## config.mk

```make
export PLATFORM = sky130hd
export DESIGN_NAME = three_phase_sync_pwm
export DESIGN_NICKNAME = d
export VERILOG_FILES = /design/src/rtl/channel_counter.v /design/src/rtl/three_phase_sync_pwm.v
export VERILOG_INCLUDE_DIRS = /design/src /design/src/rtl
export SDC_FILE = /design/constraint.sdc
export NUM_CORES = 1
export LEC_CHECK = 0
export BUFFER_PORTS_ARGS = -buffer_cell sky130_fd_sc_hd__buf_2
export CORE_UTILIZATION = 45
export CTS_BUF_LIST = sky130_fd_sc_hd__clkbuf_8
export CTS_CLUSTER_SIZE = 14
export DETAILED_ROUTE_END_ITERATION = 8
export GPL_TIMING_DRIVEN = 0
export PLACE_DENSITY = 0.6
export RECOVER_POWER = 100
export SETUP_SLACK_MARGIN = 0.15
export SYNTH_ARGS = -nofsm -noshare
export SYNTH_HDL_FRONTEND = slang
export SYNTH_SLANG_ARGS = --single-unit
```

## constraint.sdc

```tcl
create_clock -name clock_i -period 3.9 [get_ports clock_i]
set_input_delay 0.975 -clock clock_i [delete_from_list [all_inputs] [get_ports clock_i]]
set_output_delay 0.975 -clock clock_i [all_outputs]
set_load 0.01 [all_outputs]
```

## src/rtl/pwm_defines.vh

```
`ifndef PWM_DEFINES_VH
`define PWM_DEFINES_VH

// register indices; the byte address on the bus is four times the index
`define IDX_RUN        16'hF030
`define IDX_SYNC       16'hF031
`define IDX_CTRL1      16'hF040
`define IDX_MODE1      16'hF041
`define IDX_PIN1       16'hF042
`define IDX_CNT1       16'hF046
`define IDX_DUTYA      16'hF048
`define IDX_DUTYB      16'hF04A
`define IDX_CTRL2      16'hF050
`define IDX_MODE2      16'hF051
`define IDX_PIN2       16'hF052
`define IDX_CNT2       16'hF056
`define IDX_DUTYC      16'hF058
`define IDX_PERIOD     16'hF05A

// reset values
`define RST_BYTE       8'h00
`define RST_CNT        16'h0000
`define RST_CMP        16'hFFFF
`define RST_BIT        1'b0

// bit positions in the run and sync registers
`define BIT_CH2        2
`define BIT_CH1        1

// count control fields
`define CCLR_HI        6
`define CCLR_LO        5
`define CKEG_HI        4
`define CKEG_LO        3
`define TPSC_HI        2
`define TPSC_LO        0
`define CCLR_NONE      2'h0
`define CCLR_CMPA      2'h1
`define CCLR_CMPB      2'h2
`define CCLR_SYNC      2'h3
`define CKEG_RISE      2'h0
`define CKEG_FALL      2'h1
`define TPSC_DIV1      3'h0
`define TPSC_DIV4      3'h1
`define TPSC_DIV16     3'h2
`define TPSC_DIV64     3'h3
`define MASK_DIV1      6'h00
`define MASK_DIV4      6'h03
`define MASK_DIV16     6'h0F
`define MASK_DIV64     6'h3F

// mode field
`define MD_HI          1
`define MD_LO          0
`define MD_PWM2        2'h3

// pin control nibbles: A in low nibble, B in high nibble
`define IOA_HI         3
`define IOA_LO         0
`define IOB_HI         7
`define IOB_LO         4
`define IO_CAPT        3
`define IO_INIT        2
`define IO_ACT_HI      1
`define IO_ACT_LO      0
`define ACT_OFF        2'h0
`define ACT_LOW        2'h1
`define ACT_HIGH       2'h2

`endif

```

## src/rtl/channel_counter.v

```verilog
`timescale 1ns/1ps
`default_nettype none

module channel_counter #(
  parameter W = 16
) (
  input  wire         clock_i,
  input  wire         nrst_i,
  input  wire         ce_i,
  input  wire         tick_i,
  input  wire         run_i,
  input  wire         clear_i,
  input  wire         load_i,
  input  wire [W-1:0] load_data_i,
  input  wire [W-1:0] cmp_a_i,
  input  wire [W-1:0] cmp_b_i,
  output wire [W-1:0] count_o,
  output wire         match_a_o,
  output wire         match_b_o
);

  reg  [W-1:0] count_ff;
  reg  [W-1:0] nxt_count;
  wire         step;

  // a match only counts on an active count edge, so one match per count value
  assign step      = run_i & tick_i;
  assign match_a_o = step & (count_ff == cmp_a_i);
  assign match_b_o = step & (count_ff == cmp_b_i);
  assign count_o   = count_ff;

  // software preset beats a clear, which beats counting
  always @*
  begin
    nxt_count = count_ff;
    if (load_i)
      nxt_count = load_data_i;
    else if (clear_i)
      nxt_count = {W{1'b0}};
    else if (step)
      nxt_count = count_ff + {{(W-1){1'b0}}, 1'b1};
  end

  always @(posedge clock_i or negedge nrst_i)
  begin
    if (!nrst_i)
      count_ff <= {W{1'b0}};
    else if (ce_i)
      count_ff <= nxt_count;
  end

endmodule
`default_nettype wire

```

## src/rtl/three_phase_sync_pwm.v

```verilog
`timescale 1ns/1ps
`default_nettype none
`include "pwm_defines.vh"

module three_phase_sync_pwm #(
  parameter CW = 16,
  parameter AW = 18
) (
  input  wire          clock_i,
  input  wire          nrst_i,
  input  wire          ce_i,
  input  wire          psel_i,
  input  wire          penable_i,
  input  wire          pwrite_i,
  input  wire [AW-1:0] paddr_i,
  input  wire [31:0]   pwdata_i,
  output reg  [31:0]   prdata_o,
  output wire          pready_o,
  output wire          pslverr_o,
  output wire          phase_a_out_o,
  output wire          phase_b_out_o,
  output wire          phase_c_out_o
);

  // software-visible registers
  reg  [1:0]    run_ff;
  reg  [1:0]    sync_ff;
  reg  [7:0]    ctrl1_ff;
  reg  [7:0]    mode1_ff;
  reg  [7:0]    pin1_ff;
  reg  [7:0]    ctrl2_ff;
  reg  [7:0]    mode2_ff;
  reg  [7:0]    pin2_ff;
  reg  [CW-1:0] duty_a_ff;
  reg  [CW-1:0] duty_b_ff;
  reg  [CW-1:0] duty_c_ff;
  reg  [CW-1:0] period_ff;

  // timing and pin state
  reg  [5:0]    presc_ff;
  reg           out_a_ff;
  reg           out_b_ff;
  reg           out_c_ff;
  reg           rd_valid_ff;

  wire [CW-1:0] cnt1;
  wire [CW-1:0] cnt2;
  wire          ma1;
  wire          mb1;
  wire          ma2;
  wire          mb2;
  wire          tick1;
  wire          tick2;
  wire          own_clr1;
  wire          own_clr2;
  wire          clr1;
  wire          clr2;
  wire          both_sync;
  wire          wr;
  wire [15:0]   idx;
  wire          hit;
  wire          wr_cnt1;
  wire          wr_cnt2;
  wire          load1;
  wire          load2;
  wire [CW-1:0] load_val;
  wire          pwm2_ch1;
  wire          pwm2_ch2;

  // count-edge generator: a masked slice of one free-running prescaler
  function tick_fn;
    input [7:0] ctrl;
    input [5:0] presc;
    reg   [5:0] mask;
    reg         ok;
    reg         rise;
    reg         fall;
    begin
      ok   = 1'b1;
      mask = `MASK_DIV1;
      case (ctrl[`TPSC_HI:`TPSC_LO])
        `TPSC_DIV1:  mask = `MASK_DIV1;
        `TPSC_DIV4:  mask = `MASK_DIV4;
        `TPSC_DIV16: mask = `MASK_DIV16;
        `TPSC_DIV64: mask = `MASK_DIV64;
        default:     ok = 1'b0;  // external sources are not wired here
      endcase
      rise = ((presc & mask) == mask);
      fall = ((presc & mask) == (mask >> 1));
      case (ctrl[`CKEG_HI:`CKEG_LO])
        `CKEG_RISE: tick_fn = ok & rise;
        `CKEG_FALL: tick_fn = ok & fall;
        default:    tick_fn = ok & (rise | fall);
      endcase
    end
  endfunction

  // clear caused by a channel's own compare match
  function own_clr_fn;
    input [7:0] ctrl;
    input       mat_a;
    input       mat_b;
    begin
      case (ctrl[`CCLR_HI:`CCLR_LO])
        `CCLR_CMPA: own_clr_fn = mat_a;
        `CCLR_CMPB: own_clr_fn = mat_b;
        default:    own_clr_fn = 1'b0;
      endcase
    end
  endfunction

  // next pin level from its control nibble
  function pin_fn;
    input       cur;
    input [3:0] io;
    input       mat;
    input       restart;
    begin
      pin_fn = cur;
      if (io[`IO_CAPT] || io[`IO_ACT_HI:`IO_ACT_LO] == `ACT_OFF)
        pin_fn = 1'b0;
      else if (restart)
        pin_fn = io[`IO_INIT];
      else if (mat)
      begin
        case (io[`IO_ACT_HI:`IO_ACT_LO])
          `ACT_LOW:  pin_fn = 1'b0;
          `ACT_HIGH: pin_fn = 1'b1;
          default:   pin_fn = ~cur;
        endcase
      end
    end
  endfunction

  // apb decode; transfers finish once read data has been captured
  assign idx       = paddr_i[AW-1:2];
  assign hit       = (paddr_i[1:0] == 2'h0) &&
                     (idx == `IDX_RUN   || idx == `IDX_SYNC  || idx == `IDX_CTRL1 ||
                      idx == `IDX_MODE1 || idx == `IDX_PIN1  || idx == `IDX_CNT1  ||
                      idx == `IDX_DUTYA || idx == `IDX_DUTYB || idx == `IDX_CTRL2 ||
                      idx == `IDX_MODE2 || idx == `IDX_PIN2  || idx == `IDX_CNT2  ||
                      idx == `IDX_DUTYC || idx == `IDX_PERIOD);
  assign pready_o  = psel_i & penable_i & rd_valid_ff & ce_i;
  assign pslverr_o = pready_o & ~hit;
  assign wr        = pready_o & pwrite_i & hit;

  // synchronous preset: a write to either counter loads both when both are locked
  assign both_sync = sync_ff[`BIT_CH2 - 1] & sync_ff[`BIT_CH1 - 1];
  assign wr_cnt1   = wr & (idx == `IDX_CNT1);
  assign wr_cnt2   = wr & (idx == `IDX_CNT2);
  assign load1     = wr_cnt1 | (both_sync & wr_cnt2);
  assign load2     = wr_cnt2 | (both_sync & wr_cnt1);
  assign load_val  = pwdata_i[CW-1:0];

  assign tick1     = tick_fn(ctrl1_ff, presc_ff);
  assign tick2     = tick_fn(ctrl2_ff, presc_ff);

  // clearing: own match, or the locked partner's own clear when source is 11
  assign own_clr1  = own_clr_fn(ctrl1_ff, ma1, mb1);
  assign own_clr2  = own_clr_fn(ctrl2_ff, ma2, mb2);
  assign clr1      = own_clr1 | (both_sync & own_clr2 &
                     (ctrl1_ff[`CCLR_HI:`CCLR_LO] == `CCLR_SYNC));
  assign clr2      = own_clr2 | (both_sync & own_clr1 &
                     (ctrl2_ff[`CCLR_HI:`CCLR_LO] == `CCLR_SYNC));

  assign pwm2_ch1  = (mode1_ff[`MD_HI:`MD_LO] == `MD_PWM2);
  assign pwm2_ch2  = (mode2_ff[`MD_HI:`MD_LO] == `MD_PWM2);

  channel_counter #(
    .W           (CW)
  ) u_ch1 (
    .clock_i     (clock_i),
    .nrst_i      (nrst_i),
    .ce_i        (ce_i),
    .tick_i      (tick1),
    .run_i       (run_ff[`BIT_CH1 - 1]),
    .clear_i     (clr1),
    .load_i      (load1),
    .load_data_i (load_val),
    .cmp_a_i     (duty_a_ff),
    .cmp_b_i     (duty_b_ff),
    .count_o     (cnt1),
    .match_a_o   (ma1),
    .match_b_o   (mb1)
  );

  channel_counter #(
    .W           (CW)
  ) u_ch2 (
    .clock_i     (clock_i),
    .nrst_i      (nrst_i),
    .ce_i        (ce_i),
    .tick_i      (tick2),
    .run_i       (run_ff[`BIT_CH2 - 1]),
    .clear_i     (clr2),
    .load_i      (load2),
    .load_data_i (load_val),
    .cmp_a_i     (duty_c_ff),
    .cmp_b_i     (period_ff),
    .count_o     (cnt2),
    .match_a_o   (ma2),
    .match_b_o   (mb2)
  );

  // register writes; a pin-control write reloads the pin's initial level
  always @(posedge clock_i or negedge nrst_i)
  begin
    if (!nrst_i)
    begin
      run_ff    <= 2'h0;
      sync_ff   <= 2'h0;
      ctrl1_ff  <= `RST_BYTE;
      mode1_ff  <= `RST_BYTE;
      pin1_ff   <= `RST_BYTE;
      ctrl2_ff  <= `RST_BYTE;
      mode2_ff  <= `RST_BYTE;
      pin2_ff   <= `RST_BYTE;
      duty_a_ff <= `RST_CMP;
      duty_b_ff <= `RST_CMP;
      duty_c_ff <= `RST_CMP;
      period_ff <= `RST_CMP;
    end
    else if (wr)
    begin
      case (idx)
        `IDX_RUN:    run_ff    <= pwdata_i[`BIT_CH2:`BIT_CH1];
        `IDX_SYNC:   sync_ff   <= pwdata_i[`BIT_CH2:`BIT_CH1];
        `IDX_CTRL1:  ctrl1_ff  <= pwdata_i[7:0];
        `IDX_MODE1:  mode1_ff  <= pwdata_i[7:0];
        `IDX_PIN1:   pin1_ff   <= pwdata_i[7:0];
        `IDX_CTRL2:  ctrl2_ff  <= pwdata_i[7:0];
        `IDX_MODE2:  mode2_ff  <= pwdata_i[7:0];
        `IDX_PIN2:   pin2_ff   <= pwdata_i[7:0];
        `IDX_DUTYA:  duty_a_ff <= pwdata_i[CW-1:0];
        `IDX_DUTYB:  duty_b_ff <= pwdata_i[CW-1:0];
        `IDX_DUTYC:  duty_c_ff <= pwdata_i[CW-1:0];
        `IDX_PERIOD: period_ff <= pwdata_i[CW-1:0];
        default:     run_ff    <= run_ff;
      endcase
    end
  end

  // free-running prescaler shared by both channels keeps their edges aligned
  always @(posedge clock_i or negedge nrst_i)
  begin
    if (!nrst_i)
      presc_ff <= 6'h00;
    else if (ce_i)
      presc_ff <= presc_ff + 6'h01;
  end

  // pin levels: A and B of channel 1, A of channel 2
  always @(posedge clock_i or negedge nrst_i)
  begin
    if (!nrst_i)
    begin
      out_a_ff <= `RST_BIT;
      out_b_ff <= `RST_BIT;
      out_c_ff <= `RST_BIT;
    end
    else if (ce_i)
    begin
      if (wr && idx == `IDX_PIN1)
      begin
        out_a_ff <= pin_fn(out_a_ff, pwdata_i[`IOA_HI:`IOA_LO], 1'b0, 1'b1);
        out_b_ff <= pin_fn(out_b_ff, pwdata_i[`IOB_HI:`IOB_LO], 1'b0, 1'b1);
      end
      else
      begin
        // pin takes its nibble's match action (low, high or toggle) when the count reaches its duty value
        out_a_ff <= pin_fn(out_a_ff, pin1_ff[`IOA_HI:`IOA_LO], ma1,
                           pwm2_ch1 & clr1);
        out_b_ff <= pin_fn(out_b_ff, pin1_ff[`IOB_HI:`IOB_LO], mb1,
                           pwm2_ch1 & clr1);
      end
      if (wr && idx == `IDX_PIN2)
        out_c_ff <= pin_fn(out_c_ff, pwdata_i[`IOA_HI:`IOA_LO], 1'b0, 1'b1);
      else
        out_c_ff <= pin_fn(out_c_ff, pin2_ff[`IOA_HI:`IOA_LO], ma2,
                           pwm2_ch2 & clr2);
    end
  end

  assign phase_a_out_o = out_a_ff;
  assign phase_b_out_o = out_b_ff;
  assign phase_c_out_o = out_c_ff;

  // read data is captured before ready rises, so prdata comes from a flop
  always @(posedge clock_i or negedge nrst_i)
  begin
    if (!nrst_i)
    begin
      rd_valid_ff <= 1'b0;
      prdata_o    <= 32'h00000000;
    end
    else if (ce_i)
    begin
      rd_valid_ff <= psel_i & ~(penable_i & rd_valid_ff);
      if (psel_i && !rd_valid_ff)
      begin
        prdata_o <= 32'h00000000;
        case (hit ? idx : 16'h0000)  // refused reads, misaligned too, return zero
          `IDX_RUN:    prdata_o[`BIT_CH2:`BIT_CH1] <= run_ff;
          `IDX_SYNC:   prdata_o[`BIT_CH2:`BIT_CH1] <= sync_ff;
          `IDX_CTRL1:  prdata_o[7:0]    <= ctrl1_ff;
          `IDX_MODE1:  prdata_o[7:0]    <= mode1_ff;
          `IDX_PIN1:   prdata_o[7:0]    <= pin1_ff;
          `IDX_CNT1:   prdata_o[CW-1:0] <= cnt1;
          `IDX_DUTYA:  prdata_o[CW-1:0] <= duty_a_ff;
          `IDX_DUTYB:  prdata_o[CW-1:0] <= duty_b_ff;
          `IDX_CTRL2:  prdata_o[7:0]    <= ctrl2_ff;
          `IDX_MODE2:  prdata_o[7:0]    <= mode2_ff;
          `IDX_PIN2:   prdata_o[7:0]    <= pin2_ff;
          `IDX_CNT2:   prdata_o[CW-1:0] <= cnt2;
          `IDX_DUTYC:  prdata_o[CW-1:0] <= duty_c_ff;
          `IDX_PERIOD: prdata_o[CW-1:0] <= period_ff;
          default:     prdata_o         <= 32'h00000000;
        endcase
      end
    end
  end

endmodule
`default_nettype wire

```

# Word level (Yosys, flattened, before mapping)
# Index checks and enable logic that the tools add are counted.
[word_totals]
input_bits = 56
regBits = 174
out_inout_bits = 37
[classes]
n_mux = 36
eq_ne = 58
bitwise = 44
addsub = 3
reduce_logical = 58
[ops]
columns = ["cell", "n"]
rows = [
  ["$eq A16 B16 Y1 const B", 28],
  ["$mux W16", 7],
  ["$eq A16 B16 Y1", 4],
  ["$pmux W5 S12", 1],
  ["$pmux W8 S6", 1],
  ["$pmux W6 S3", 2],
  ["$reduce_and A2 Y1", 18],
  ["$add A16 B1 Y16 const B", 2],
  ["$and A1 B1 Y1", 31],
  ["$pmux W2 S14", 1],
  ["$eq A2 B2 Y1 const B", 9],
  ["$logic_or A1 B1 Y1", 18],
  ["$logic_not A2 Y1", 8],
  ["$mux W1", 16],
  ["$eq A2 B1 Y1 const B", 7],
  ["$pmux W1 S2", 7],
  ["$and A6 B6 Y6", 2],
  ["$eq A3 B2 Y1 const B", 4],
  ["$eq A6 B5 Y1", 2],
  ["$eq A6 B6 Y1", 2],
  ["$pmux W1 S12", 1],
  ["$reduce_bool A4 Y1", 3],
  ["$reduce_or A4 Y1", 2],
  ["$add A6 B1 Y6 const B", 1],
  ["other kinds (7)", 22],
]

# Longest topological paths before layout
[logic_depth]
ltp_word = 21
depth_mapped = 11
depth_no_buf = 9

# By module
# From an unflattened synthesis, not the netlist that was laid out.
[unflattened]
hier_cells = 1066
area_unflattened_um2 = 10726.5
[modules_own_cells]
columns = ["module", "seq_area_each_um2", "cells_each", "n_inst", "area_each_um2"]
rows = [
  ["three_phase_sync_pwm", 3633.5, 714, 1, 7808.7],
  ["channel_counter", 400.4, 176, 2, 1458.9],
]

# Worst setup path after synthesis
# OpenSTA, ideal clock, no wires.
[synth_path]
path_type = "input to register"
from = "input paddr_i[11]"
to = "register prdata_o[10]"
cell_stages = 8
setup_time_ns = 0.082
path_slack_ns = 0.653
required_ns = 3.818
arrival_time_ns = 3.165
cell_sequence = "or3_1 -> nor3_1 -> or3b_1 -> or4_1 -> nor2_1 -> buf_2 -> a222oi_1 -> a31oi_1"
[synth_via]
elab_chain_len = 18
elab_cells_between_ends = 36
cone_classes = "eq/ne (20); mux (2); reduce/logical (14)"
[synth_rtl]
columns = ["item", "line_no", "source"]
rows = [
  ["from (decl)", "three_phase_sync_pwm.v:15", "input wire [AW-1:0] paddr_i,"],
  ["$eq A16 B16 Y1", "--", ""],
  ["$logic_or A1 B1 Y1 (no line) (13 in a row)", "--", ""],
  ["$logic_and A1 B1 Y1", "three_phase_sync_pwm.v:137", "assign hit = (paddr_i[1:0] == 2'h0) &&"],
  ["$mux W16 *", "three_phase_sync_pwm.v:302", "case (hit ? idx : 16'h0000)"],
  ["$eq A16 B16 Y1", "three_phase_sync_pwm.v:302", ""],
  ["$pmux W8 S6 *", "three_phase_sync_pwm.v:302", ""],
  ["to (signal, indexed assignment)", "three_phase_sync_pwm.v:303", "`IDX_RUN: prdata_o[`BIT_CH2:`BIT_CH1] <= run_ff;"],
  ["to (signal, indexed assignment)", "three_phase_sync_pwm.v:304", "`IDX_SYNC: prdata_o[`BIT_CH2:`BIT_CH1] <= sync_ff;"],
  ["to (signal, indexed assignment)", "three_phase_sync_pwm.v:308", "`IDX_CNT1: prdata_o[CW-1:0] <= cnt1;"],
  ["to (decl)", "three_phase_sync_pwm.v:17", "output reg [31:0] prdata_o,"],
]
# Every way passes the cells marked *; elsewhere a longest branch is shown, timed or not.
# A chain may end at the register's enable or synchronous reset.

# Worst setup path after layout
[layout_path]
from = "input paddr_i[3]"
to = "register u_ch1.count_ff[11], in the netlist u_ch1.count_o[11]"
[layout_via]
elab_chain_len = 21
elab_cells_between_ends = 36
cone_classes = "eq/ne (14); mux (1); bitwise (5); reduce/logical (16)"
[layout_rtl]
columns = ["item", "line_no", "source"]
rows = [
  ["$eq A16 B16 Y1", "--", ""],
  ["$logic_or A1 B1 Y1 (no line) (13 in a row)", "--", ""],
  ["$logic_and A1 B1 Y1", "three_phase_sync_pwm.v:137", ""],
  ["$and A1 B1 Y1", "three_phase_sync_pwm.v:145", "assign wr = pready_o & pwrite_i & hit;"],
  ["$and A1 B1 Y1", "three_phase_sync_pwm.v:150", "assign wr_cnt2 = wr & (idx == `IDX_CNT2);"],
  ["$and A1 B1 Y1", "three_phase_sync_pwm.v:151", "assign load1 = wr_cnt1 | (both_sync & wr_cnt2);"],
  ["$or A1 B1 Y1 *", "three_phase_sync_pwm.v:151", ""],
  ["$reduce_bool A3 Y1 (no line)", "--", ""],
  ["$reduce_and A2 Y1 (no line)", "--", ""],
  ["to (signal assigned)", "channel_counter.v:47", "count_ff <= {W{1'b0}};"],
  ["to (signal assigned)", "channel_counter.v:49", "count_ff <= nxt_count;"],
  ["to (decl)", "channel_counter.v:22", "reg [W-1:0] count_ff;"],
]
# Marks and branches as above.

==> impl_results.md <==
- H-tree lvl count: 4
- Top post-synthesis cells by area: sky130_fd_sc_hd__dfrtp_1, sky130_fd_sc_hd__dfstp_2, sky130_fd_sc_hd__mux2_2, sky130_fd_sc_hd__xnor2_1, sky130_fd_sc_hd__nand2_1
- Antenna cell count: 0
- RSZ-0062 raised after global routing: false
- Clock-pin transition on the worst setup and hold timing paths: 0.12 ns
- Number of global-route vias before repair: 8,431
- Share of layout cells above drive strength 1: 0.244
- Largest net degree at the start of global routing: 104
- Most area-hungry cell type in the Yosys netlist: sky130_fd_sc_hd__dfrtp_1
- Post-synthesis share of cell area spent on full adders, half adders and majority gates: 0.0182
- Switch share: 0.304
- CTS root buffer: sky130_fd_sc_hd__clkbuf_8
- Critical-path maximum fanout: 10
- Setup_tns: 0 ns
- Fillcell total: 2,159
- Violated checks: capacitance limit, slew limit
- Horizontal die dimension: 153 um
- Effective utilization at floorplan: 0.457
- Count of buffers from port buffering: 59
- Crit path launch type: input port
- Synth Register Bits: 174
- Part of the Yosys area used for sequential elements: 0.430
- Global-route track usage on met3: 0.0522
- Site Rows: 55
- Final HPWL from detailed placement: 25,800 um
- Overflow after GRT: 0
- Required time worst endpoint: 4.27 ns
- Combinational family with the most area after synthesis: compound AO/OA/AOI/OAI gates
- Critical Path End Type: register
- Area of the multi-input gates: 5440 um^2
- Met2 routing resource usage after global routing: 0.462
- Worst setup skew after layout: 0.0240 ns
- Core utilization of the finished layout: 0.506
- Leakage dissipation: 4.71 nW
- Total global routing track utilization: 0.305
- # setup viols final: 0
- CTS tree: built
- Yosys cell types: 81
- Die H: 153 um
- Sequential Power Share: 0.537
- GPL Wtd Cong: 0.967
- Final setup slack of the worst path: 0.185 ns
- Source of the worst register-to-register timing path: u_ch2.count_o[2]
- Global-route wire length before repair: 53,100 um
- Number of hold buffers added after cts: 0
- Finished Cell Area: 11,400 um^2
- Storage cell area: 4430 um^2
- Post-synthesis cell count: 1,034
- Layout Area Growth over Synthesis: 10.9%
- Maximum Capacitance Violations: 1
- Drt first-iter violations: 1,011
- Average vias per placed instance: 6.34
- Routed WL: 35,100 um
- CTS Buf Count: 17
- Antenna violations before repair: 0
- Source-to-sink clock delay at the later pin of the worst-skew pair: 0.49 ns
- Peak Freq: 0.269 GHz
- Clock tree buffer depth: 2
- Most frequent cell after synthesis: sky130_fd_sc_hd__dfrtp_1
- Synth top area share: 0.267
- Part of the power in combinational logic: 0.101
- Switching power total: 1.08 mW
- Share of the clock period used by the worst path after layout: 0.953
- Count of pins on the block boundary: 93
- Clk pwr share: 0.362
- Cell internal pwr: 2.48 mW
- Instance area at placement: 11,100 um^2
- Hold path start: mode1_ff[3]
- Async set or reset register ratio after synthesis: 1.00
- Antenna-violating nets left: 0
- Peak supply drop: 0.157 mV
- Type of the worst setup path: in -> reg
- Count of final hold-check violations: 0
- Die footprint: 23,500 um^2
- Min-Delay Path Class: reg -> reg
- Status: finished, violations left
- Worst slack at placement: -0.411 ns
- Number of clock sinks: 174
- Dominant register cell in the synthesized netlist: sky130_fd_sc_hd__dfrtp_1
- Number of enable-type register cells in the synthesized netlist: 0
- Drc violations: 0
- Core Box Area: 22,600 um^2
- Routing usage on met1: 0.429
- Crit. Startpoint: paddr_i[3]
- Cell area after synthesis: 10,300 um^2
- XOR/XNOR share of the synthesized area: 0.0603
- Most instantiated cells after synthesis: sky130_fd_sc_hd__dfrtp_1, sky130_fd_sc_hd__mux2_2, sky130_fd_sc_hd__nand2_1
- Post-synthesis simple-gate area fraction: 0.144
- Rel. slew slack: -0.282
- CP Data Arrival Time: 4.09 ns
- Routed length per placed instance: 24.6 um
- Yosys warning count: 0
- Transition time at the pin with the least slew margin: 1.92 ns
- Avg Synthesized Cell Area: 9.97 um^2
- Compound-gate portion of the synthesized area: 0.185
- Power density relative to cell area: 312 nW/um^2
- Minimum clock period after layout: 3.72 ns
- Proportion of synthesized area in mux cells: 0.112
- TritonRoute pass-1 iters: 7
- Pins Over Slew Limit: 72
- Total number of vias: 9,034
- Net count reported at finish: 1,199
- Gr busiest metal: met2
## repair_timing
| item | 4_1_cts | 5_1_grt |
|---|---|---|
| setup buffers | 0 | 0 |
| endpoints found under the setup margin | 30 | 23 |
| resized for setup | 2 | 6 |
## worst max-delay path, cell delays in order
cell and delay, ns:
sky130_fd_sc_hd__clkbuf_1 0.15, sky130_fd_sc_hd__nor3_1 0.52, sky130_fd_sc_hd__and2_0 0.42, sky130_fd_sc_hd__o311ai_1 0.29, sky130_fd_sc_hd__a211oi_2 0.83, sky130_fd_sc_hd__a311o_2 0.31, sky130_fd_sc_hd__clkbuf_2 0.28, sky130_fd_sc_hd__nand3_1 0.12
sky130_fd_sc_hd__o211a_1 0.17
## area by class of cell
class                           instances  share of cell area
Buffer                                 87              0.0355
Multi-Input combinational cell        760               0.476
Tap cell                              285              0.0312
Inverter                               28             0.00920
Clock inverter                         14              0.0123
Timing Repair Buffer                   60              0.0258
Sequential cell                       174               0.388
Clock buffer                           18              0.0217
## worst paths after layout
kind / depth (start not counted) / slack (ns) / end
worst min register to register: 2 / 0.50 / mode1_ff[3]
min in group asynchronous: 1 / 1.01 / u_ch2.count_o[10]
worst max-delay path: 9 / 0.18 / u_ch1.count_o[11]
worst max register to register: 10 / 0.25 / u_ch1.count_o[11]
max in group asynchronous: 2 / 1.59 / duty_a_ff[7]
worst min-delay path: 2 / 0.50 / mode1_ff[3]
## registers in the layout (all words and copies together) (netlist names)
| signal | count |
|---|---|
| run_ff | 2 |
| phase_b_out_o | 1 |
| duty_c_ff | 16 |
| pin1_ff | 8 |
| mode2_ff | 8 |
| period_ff | 16 |
| ctrl1_ff | 8 |
| mode1_ff | 8 |
| presc_ff | 6 |
| prdata_o | 16 |
| u_ch2.count_o | 16 |
| duty_b_ff | 16 |
| sync_ff | 2 |
| u_ch1.count_o | 16 |
| ctrl2_ff | 8 |
| duty_a_ff | 16 |
| pin2_ff | 8 |
| phase_a_out_o | 1 |
| phase_c_out_o | 1 |
| rd_valid_ff | 1 |
## per-stage QoR
| stage | power (mW) | cells | hold slack [ns] |
|---|---|---|---|
| 2_1_floorplan | 2.14 | 1049 | 0.449 |
| 3_3_place_gp | 2.30 | 1393 | 0.462 |
| 3_5_place_dp | 2.31 | 1394 | 0.475 |
| 4_1_cts | 3.59 | 1426 | 0.459 |
| 5_1_grt | 3.70 | 1426 | 0.515 |
| 6_report | 3.57 | 1426 | 0.499 |
## cells by family (layout without fill, tap and decap cells)
group,Yosys count,after routing
simple gates,293,293
compound gates,262,262
flops,174,174
buf+inv,115,207
mux,103,103
xor+xnor,71,71
fa+ha+maj,15,15
other cells,1,16
## cells in the final DEF (no fill, tap or decap), types with 11 or more instances in the layout
cell type	instances
sky130_fd_sc_hd__ha_1	15
sky130_fd_sc_hd__xor2_1	16
sky130_fd_sc_hd__inv_1	27
sky130_fd_sc_hd__nor3_1	19
sky130_fd_sc_hd__clkbuf_8	18
sky130_fd_sc_hd__nand3_1	29
sky130_fd_sc_hd__nand2_1	84
sky130_fd_sc_hd__o22a_1	12
sky130_fd_sc_hd__o21ai_0	57
sky130_fd_sc_hd__or3_1	11
sky130_fd_sc_hd__a221oi_1	19
sky130_fd_sc_hd__xnor2_1	55
sky130_fd_sc_hd__dfrtp_1	110
sky130_fd_sc_hd__o21a_1	13
sky130_fd_sc_hd__a21oi_1	38
sky130_fd_sc_hd__a22o_1	11
sky130_fd_sc_hd__nor2_1	58
sky130_fd_sc_hd__buf_2	39
sky130_fd_sc_hd__a222oi_1	22
sky130_fd_sc_hd__nand2b_1	12
sky130_fd_sc_hd__dfstp_2	64
sky130_fd_sc_hd__a31oi_1	22
sky130_fd_sc_hd__buf_4	17
sky130_fd_sc_hd__nand4_1	22
sky130_fd_sc_hd__clkbuf_1	85
sky130_fd_sc_hd__mux2_2	98
sky130_fd_sc_hd__conb_1	16
## per-layer routing
| layer | part of all wire | vias up |
|---|---|---|
| li1 | - | 4002 |
| met1 | 0.45 | 4515 |
| met2 | 0.44 | 448 |
| met3 | 0.073 | 69 |
| met4 | 0.037 | 0 |
| met5 | 0 | - |
## power by group through the flow
stage / Sequential [mW] / Combinational (mW) / Clock (mW)
2_1_floorplan: 1.94 / 0.193 / 0
3_3_place_gp: 1.95 / 0.355 / 0
4_1_cts: 1.92 / 0.363 / 1.31
3_5_place_dp: 1.95 / 0.361 / 0
5_1_grt: 1.93 / 0.398 / 1.37
6_report: 1.92 / 0.360 / 1.29
Note: power is estimated with default switching activity, not from simulation.
